[src/rtl/ccdo_cfg.svh]
`ifndef CCDO_CFG_SVH
`define CCDO_CFG_SVH

// ****************************************************************
// Register byte offsets on the APB bus.
// ****************************************************************
`define CCDO_OFF_CMD 12'h000
`define CCDO_OFF_WREG 12'h004
`define CCDO_OFF_STAT 12'h008
`define CCDO_OFF_CTRL 12'h00C
`define CCDO_OFF_WDT 12'h010
`define CCDO_OFF_PRE 12'h014
`define CCDO_FILE_PAGE 4'h1

// ****************************************************************
// Field positions.
// ****************************************************************
`define CCDO_CMD_OP_LSB 0
`define CCDO_CMD_DST 3
`define CCDO_CMD_ADR_LSB 8
`define CCDO_ST_Z 0
`define CCDO_ST_C 1
`define CCDO_ST_TO 2
`define CCDO_ST_PD 3
`define CCDO_ST_SKP 4
`define CCDO_CTRL_ASG 0

// ****************************************************************
// Reset values and cycle counts.
// ****************************************************************
`define CCDO_RST_BYTE 8'h00
`define CCDO_RST_FLAG 1'b1
`define CCDO_RST_ASG 1'b1
`define CCDO_SKIP_CYCLES 2

`endif

[src/rtl/ccdo_pkg.sv]
package ccdo_pkg;

    // Instruction codes written into the command field.
    typedef enum logic [2:0] {
        OP_NOP = 3'b000,
        OP_CLR_WORK = 3'b001,
        OP_WDT_CLR = 3'b010,
        OP_CLR_FILE = 3'b011,
        OP_COMP_FILE = 3'b100,
        OP_CMP_FILE = 3'b101,
        OP_DEC_FILE = 3'b110,
        OP_DEC_SKIP = 3'b111
    } ccdo_op_e;

    // Execution sequencer: the second state is the discarded slot of a skip.
    typedef enum logic {
        ST_IDLE = 1'b0,
        ST_NOP = 1'b1
    } ccdo_st_e;

    typedef logic [7:0] ccdo_byte_t;

endpackage : ccdo_pkg

[src/rtl/ccdo_core.sv]
`include "ccdo_cfg.svh"

// Overview of operation
// RULE1 - Clearing the working register writes zero and sets the zero flag.
// RULE2 - Watchdog clear zeroes the counter, and the prescaler when assigned to it.
// RULE3 - Watchdog clear sets the expiry and sleep flags, touching no other status; the code also clears the skip flag.
// RULE4 - Clearing a file register writes zero and sets the zero flag.
// RULE5 - Complement inverts the file register, updates zero, one cycle.
// RULE6 - Destination bit zero sends result to working register, one back to file.
// RULE7 - Compare subtracts working from file register, updating zero and carry.
// RULE8 - Compare keeps both working register and file register unchanged.
// RULE9 - Decrement subtracts one, writes destination, updates only zero flag; the code also clears the skip flag, or sets it on a taken skip.
// RULE10 - Decrement-skip with zero result adds a discarded no-operation cycle.
// RULE11 - Zero set on all-zero result; compare carry set when no borrow.
module ccdo_core #(
    parameter int WDT_W = 8,
    parameter int PRE_W = 8
) (
    input wire logic CLK, // Core clock, 250 MHz.
    input wire logic RST_N, // Asynchronous reset, active low.
    input wire logic PSEL, // APB select.
    input wire logic PENABLE, // APB access phase.
    input wire logic PWRITE, // APB direction, high for write.
    input wire logic [11:0] PADDR, // APB byte address.
    input wire logic [31:0] PWDATA, // APB write data.
    output logic [31:0] PRDATA, // APB read data, registered.
    output logic PREADY, // APB ready.
    output logic PSLVERR // APB error for unmapped addresses.
);
    import ccdo_pkg::*;

    // ************************************************************
    // Reset synchroniser.
    // ************************************************************
    logic rst_s1_q;
    logic rst_n_q;

    // Release the reset through two flip-flops.
    always_ff @(posedge CLK or negedge RST_N)
    begin
        if (!RST_N)
        begin
            rst_s1_q <= 1'b0;
            rst_n_q <= 1'b0;
        end
        else
        begin
            rst_s1_q <= 1'b1;
            rst_n_q <= rst_s1_q;
        end
    end

    // ************************************************************
    // State and decode.
    // ************************************************************
    ccdo_byte_t mem_q [64];
    ccdo_byte_t mem_d [64];
    ccdo_byte_t w_q, w_d;
    logic z_q, z_d, c_q, c_d, to_q, to_d, pd_q, pd_d;
    logic skp_q, skp_d, asg_q, asg_d;
    logic [WDT_W-1:0] wdt_q, wdt_d;
    logic [PRE_W-1:0] pre_q, pre_d;
    ccdo_st_e st_q, st_d;
    logic [31:0] prdata_q, prdata_d;

    ccdo_op_e op;
    logic dst;
    logic [5:0] ca;
    ccdo_byte_t fv;
    ccdo_byte_t dec_v;
    logic hit_cmd, hit_file, hit_any;
    logic skip_now, wr_acc, exec;

    // Tells whether a result is all zeros.
    function automatic logic is_zero(input ccdo_byte_t v);
        return v == `CCDO_RST_BYTE;
    endfunction : is_zero

    // Command fields come straight from the write data.
    assign op = ccdo_op_e'(PWDATA[`CCDO_CMD_OP_LSB +: 3]);
    assign dst = PWDATA[`CCDO_CMD_DST];
    assign ca = PWDATA[`CCDO_CMD_ADR_LSB +: 6];
    assign fv = mem_q[ca];
    assign dec_v = fv - 8'h01;

    // Address decode of the register page and the file window.
    assign hit_cmd = PADDR == `CCDO_OFF_CMD;
    assign hit_file = PADDR[11:8] == `CCDO_FILE_PAGE && PADDR[1:0] == 2'h0;
    assign hit_any = hit_cmd || hit_file || PADDR == `CCDO_OFF_WREG || PADDR == `CCDO_OFF_STAT
        || PADDR == `CCDO_OFF_CTRL || PADDR == `CCDO_OFF_WDT || PADDR == `CCDO_OFF_PRE;

    // A zero decrement-skip result costs one extra cycle before the command commits.
    assign skip_now = op == OP_DEC_SKIP && is_zero(dec_v) && st_q == ST_IDLE; // RULE10
    assign PREADY = !(PSEL && PENABLE && PWRITE && hit_cmd && skip_now); // RULE10
    assign PSLVERR = PSEL && PENABLE && !hit_any;
    assign wr_acc = PSEL && PENABLE && PWRITE && PREADY && hit_any;
    assign exec = wr_acc && hit_cmd;
    assign PRDATA = prdata_q;

    // ************************************************************
    // Next-state logic.
    // ************************************************************

    // Computes every register's next value except the read data, from timers, commands and writes.
    always_comb
    begin
        mem_d = mem_q;
        w_d = w_q;
        z_d = z_q;
        c_d = c_q;
        to_d = to_q;
        pd_d = pd_q;
        skp_d = skp_q;
        asg_d = asg_q;
        st_d = st_q;
        pre_d = pre_q + 1'b1;
        wdt_d = wdt_q;
        if (!asg_q || pre_q == '1)
        begin
            wdt_d = wdt_q + 1'b1;
            if (wdt_q == '1)
            begin
                to_d = 1'b0;
            end
        end
        if (PSEL && PENABLE && PWRITE && hit_cmd && skip_now)
        begin
            st_d = ST_NOP;
        end
        if (exec)
        begin
            st_d = ST_IDLE;
            skp_d = 1'b0;
            unique case (op)
                OP_NOP:
                begin
                end
                OP_CLR_WORK:
                begin
                    w_d = `CCDO_RST_BYTE; // RULE1
                    z_d = 1'b1; // RULE1
                end
                OP_WDT_CLR:
                begin
                    wdt_d = '0; // RULE2
                    if (asg_q)
                    begin
                        pre_d = '0; // RULE2
                    end
                    to_d = 1'b1; // RULE3
                    pd_d = 1'b1; // RULE3
                end
                OP_CLR_FILE:
                begin
                    mem_d[ca] = `CCDO_RST_BYTE; // RULE4
                    z_d = 1'b1; // RULE4
                end
                OP_COMP_FILE:
                begin
                    if (dst)
                    begin
                        mem_d[ca] = ~fv; // RULE5 RULE6
                    end
                    else
                    begin
                        w_d = ~fv; // RULE5 RULE6
                    end
                    z_d = is_zero(~fv); // RULE11
                end
                OP_CMP_FILE:
                begin
                    z_d = is_zero(fv - w_q); // RULE7 RULE8 RULE11
                    c_d = fv >= w_q; // RULE7 RULE11
                end
                OP_DEC_FILE, OP_DEC_SKIP:
                begin
                    if (dst)
                    begin
                        mem_d[ca] = dec_v; // RULE9 RULE6
                    end
                    else
                    begin
                        w_d = dec_v; // RULE9 RULE6
                    end
                    z_d = is_zero(dec_v); // RULE9 RULE11
                    skp_d = op == OP_DEC_SKIP && st_q == ST_NOP; // RULE10
                end
            endcase
        end
        else if (wr_acc)
        begin
            if (hit_file)
            begin
                mem_d[PADDR[7:2]] = PWDATA[7:0];
            end
            if (PADDR == `CCDO_OFF_WREG)
            begin
                w_d = PWDATA[7:0];
            end
            if (PADDR == `CCDO_OFF_STAT)
            begin
                z_d = PWDATA[`CCDO_ST_Z];
                c_d = PWDATA[`CCDO_ST_C];
                to_d = PWDATA[`CCDO_ST_TO];
                pd_d = PWDATA[`CCDO_ST_PD];
            end
            if (PADDR == `CCDO_OFF_CTRL)
            begin
                asg_d = PWDATA[`CCDO_CTRL_ASG];
            end
        end
    end

    // Read data is captured in the setup cycle and held through the access.
    always_comb
    begin
        prdata_d = prdata_q;
        if (PSEL && !PENABLE && !PWRITE)
        begin
            prdata_d = 32'h0000_0000;
            if (hit_file)
            begin
                prdata_d[7:0] = mem_q[PADDR[7:2]];
            end
            else if (PADDR == `CCDO_OFF_WREG)
            begin
                prdata_d[7:0] = w_q;
            end
            else if (PADDR == `CCDO_OFF_STAT)
            begin
                prdata_d[4:0] = {skp_q, pd_q, to_q, c_q, z_q};
            end
            else if (PADDR == `CCDO_OFF_CTRL)
            begin
                prdata_d[0] = asg_q;
            end
            else if (PADDR == `CCDO_OFF_WDT)
            begin
                prdata_d[WDT_W-1:0] = wdt_q;
            end
            else if (PADDR == `CCDO_OFF_PRE)
            begin
                prdata_d[PRE_W-1:0] = pre_q;
            end
        end
    end

    // ************************************************************
    // Registers.
    // ************************************************************

    // Registers all state on every edge.
    always_ff @(posedge CLK or negedge rst_n_q)
    begin
        if (!rst_n_q)
        begin
            for (int i = 0; i < 64; i++)
            begin
                mem_q[i] <= `CCDO_RST_BYTE;
            end
            w_q <= `CCDO_RST_BYTE;
            z_q <= 1'b0;
            c_q <= 1'b0;
            to_q <= `CCDO_RST_FLAG;
            pd_q <= `CCDO_RST_FLAG;
            skp_q <= 1'b0;
            asg_q <= `CCDO_RST_ASG;
            wdt_q <= '0;
            pre_q <= '0;
            st_q <= ST_IDLE;
            prdata_q <= 32'h0000_0000;
        end
        else
        begin
            mem_q <= mem_d;
            w_q <= w_d;
            z_q <= z_d;
            c_q <= c_d;
            to_q <= to_d;
            pd_q <= pd_d;
            skp_q <= skp_d;
            asg_q <= asg_d;
            wdt_q <= wdt_d;
            pre_q <= pre_d;
            st_q <= st_d;
            prdata_q <= prdata_d;
        end
    end
endmodule : ccdo_core

[config.mk]
export PLATFORM = sky130hd
export DESIGN_NAME = ccdo_core
export DESIGN_NICKNAME = d
export VERILOG_FILES = /design/src/rtl/ccdo_pkg.sv /design/src/rtl/ccdo_core.sv
export VERILOG_INCLUDE_DIRS = /design/src /design/src/rtl
export SDC_FILE = /design/constraint.sdc
export NUM_CORES = 2
export LEC_CHECK = 0
export BUFFER_PORTS_ARGS = -buffer_cell sky130_fd_sc_hd__buf_2
export CAP_MARGIN = 30
export CELL_PAD_IN_SITES_DETAIL_PLACEMENT = 1
export CELL_PAD_IN_SITES_GLOBAL_PLACEMENT = 1
export CORE_AREA = 2 2 301 303
export CTS_BUF_LIST = sky130_fd_sc_hd__clkbuf_2 sky130_fd_sc_hd__clkbuf_4 sky130_fd_sc_hd__clkbuf_8
export CTS_CLUSTER_SIZE = 16
export DETAILED_ROUTE_END_ITERATION = 10
export DIE_AREA = 0 0 303 305
export PLACE_DENSITY_LB_ADDON = 0.1
export SETUP_SLACK_MARGIN = 0.4
export SYNTH_ARGS = -nofsm -noshare
export SYNTH_HDL_FRONTEND = slang
export SYNTH_SLANG_ARGS = --single-unit
[constraint.sdc]
create_clock -name CLK -period 19.7 [get_ports CLK]
set_input_delay 3.94 -clock CLK [delete_from_list [all_inputs] [get_ports CLK]]
set_output_delay 3.94 -clock CLK [all_outputs]
set_load 0.01 [all_outputs]
==> results.toml <==
[status]
outcome = "complete, but fails checks"
failed_checks = "DRC"

[sta]
fin_crit_ns = 14.91
relSlewSlack = 0.193
fin_ws_ns = 4.79
finalSetupTns_ns = 0
rsz0062_at_grt = "false"
fmax_mhz = 67.1
finalMaxSlewViolations = 0
period_share = 0.757
finClkSkew_ns = 0.0388
tightest_slew_ns = 1.21
setup-violations-final = 0
hold_violations = 0

[floorplanning]
core-area_mm2 = 0.0893
start_util = 0.396
rows = 110
die_area_mm2 = 0.0924
io_pins = 83
die-width_um = 303
die_h_um = 305

[grt]
grt_pass1_wl_mm = 294
antenna_found_initial = 29
track_usage = 0.448
overflow = 0
grt_pass1_vias = 36500
grt_max_degree = 159

[clocking]
cts_max_level = 3
cts_tree = "done"
clock-sinks = 553
numCtsBuffers = 106
ctsRootBufferMaster = "clkbuf_8"
cts_resized = 0
cts_hold_buf = 0
clk_pin_slew_ns = 0.05
worstSkewPairLatency_ns = 0.82
cts_buffer_depth = 3
post_cts_buffers = 0

[hold_path]
hp-class = "reg -> reg"

[worst_setup_path]
reg2reg_slack_ns = 12.45
crit_path_start = "PWDATA[9]"
slowest_stage = "buf_4"
end_kind = "primary output"
cp.arrival_ns = 10.97
critPathCapture = "PREADY"
r2r-end = "mem_q[126]"
start_kind = "primary input"
crit_chain = "buf_6, buf_4, or2_2, o22ai_1, o21ai_0, o2111ai_1, nor4_2, ha_1, inv_1, or4_1, o32ai_2, o21ai_1, nor2_2, buf_4, inv_8, buf_2"
ff2ff_path_depth = 15
reg2reg_from = "mem_q[281]"
crit_required_ns = 15.76
critical-path-max-stage-delay_ns = 0.78
crit_fanout = 111
crit_type = "in -> out"
cp_common_cell = "buf_4"

[power]
p_leak_nw = 15.8
peakVddDrop_v = 0.0000587
p_per_area_mw_per_mm2 = 68.3

[yosys]
async_flop_share = 1.00
synthCells = 3465
synth_edf_count = 0
avgSynthCellArea_um2 = 10.2
ys_ff_latch = 553
seq_area_frac_synth = 0.391
dominantRegCellSynth = "dfrtp_1"
syn_area_mm2 = 0.0354
yosysWarnings = 0
yosysUniqueCellTypes = 85

[route]
drt_first_iter_violations = 5625
wire_per_inst_um = 45.0
drt_wl_total_mm = 210
vias = 37000
vias_per_cell = 7.93
antenna_left = 0
drc = 8
dr.pass1.iters = 11

[finish]
register_area_mm2 = 0.0138
fillCellCount = 9822
area_growth_pct = 11.3
layout_commonest_cell = "dfrtp_1"
drive_above_1_share = 0.208
post-route-util = 0.441
multiInputGateArea_mm2 = 0.0201
fin_nets = 3459
final_cell_mix = "dfrtp_1, a221oi_1, a31oi_1"

[placed_design]
pre_cts_slack_ns = 5.25
io_buffers = 40
dp_hpwl_mm = 139
gp_congestion = 1.04

[job]
max-cap-violations = 0
## worst max-delay path, delay by kind of cell
family	cells	cell delay, ns
AO/OA/AOI/OAI	5	1.83
buffers and inverters	6	2.38
adder cells (fa/ha/maj)	1	0.35
AND/OR/NAND/NOR	4	2.23
## registers in the layout, summed over array words and instances (netlist names)
signal    count
mem_q       512
pd_q          1
rst_n_q       1
PRDATA        8
w_q           8
asg_q         1
pre_q         8
rst_s1_q      1
st_q          1
wdt_q         8
c_q           1
skp_q         1
z_q           1
to_q          1
## final cells by class
type,instances,share of cell area
clock inverter,19,0.00394
sequential,553,0.351
inverter,38,0.00381
timing repair buffer,188,0.0392
multi-input combinational,2510,0.510
clock buffer,171,0.0535
antenna,15,0.000952
tap,1176,0.0373
## stage by stage
step	hold WS (ns)	std cells	instance area, um2	power, mW
after floorplan	0.331	3488	35500	1.31
after global placement	0.337	4444	36800	1.43
after detailed placement	0.339	4458	37000	1.43
after CTS	0.351	4648	39200	2.68
after global routing	0.355	4659	39400	2.75
final	0.348	4670	39400	2.69
## report_power, final
group          total [mW]  internal, mW  switching (mW)
Clock                1.27         0.690           0.576
Sequential           1.15          1.14          0.0102
Combinational       0.275        0.0638           0.211
## metal layers
layer / track usage / part of all wire / vias to the layer above
met1: 0.563 / 0.37 / 19200
met4: 0.287 / 0.079 / 24
met5: 0 / 0.00080 / -
met3: 0.162 / 0.13 / 761
met2: 0.646 / 0.43 / 2999
li1: - / - / 14100
## synthesized netlist by cell type, types with 23 or more instances
master / instances / area [um2]
mux4_2: 169 / 3810
a211oi_1: 33 / 248
a21oi_1: 185 / 926
o22ai_1: 35 / 219
clkbuf_1: 265 / 995
buf_2: 51 / 255
a31oi_1: 284 / 1780
buf_4: 29 / 218
mux2i_1: 86 / 861
nand2_1: 187 / 702
mux2_2: 26 / 293
a22o_1: 23 / 201
a221o_1: 28 / 280
nand3_1: 95 / 475
a221oi_1: 369 / 3230
inv_1: 30 / 113
a22oi_1: 43 / 323
o211ai_1: 46 / 345
and3_1: 24 / 150
nor3_1: 58 / 290
nor2_1: 212 / 796
a21o_1: 40 / 300
and2_1: 23 / 144
a221oi_2: 50 / 751
o221a_2: 40 / 450
dfrtp_1: 550 / 13800
o221ai_1: 42 / 368
buf_1: 37 / 139
o21ai_0: 107 / 536
## how the worst min path moves through the flow
stage,startpoint,endpoint,slack [ns],cells past startpoint
global route,rst_s1_q,rst_n_q,0.35,0
detailed placement,rst_s1_q,rst_n_q,0.34,0
finish,rst_s1_q,rst_n_q,0.35,0
floorplan,rst_s1_q,rst_n_q,0.33,0
global placement,rst_s1_q,rst_n_q,0.34,0
CTS,rst_s1_q,rst_n_q,0.35,0
## logic make-up (layout without fill, tap and decap cells)
family          count (synthesis)  after routing  share of synthesized area
compound gates               1424           1424                      0.305
xor+xnor                       16             16                    0.00396
fa+ha+maj                      13             13                    0.00459
buf+inv                       425            416                     0.0510
flops                         553            553                      0.391
mux                           285            285                      0.141
other cells                     2             40                   0.000212
simple gates                  747            747                      0.103
(Power assumes the default switching activity.)
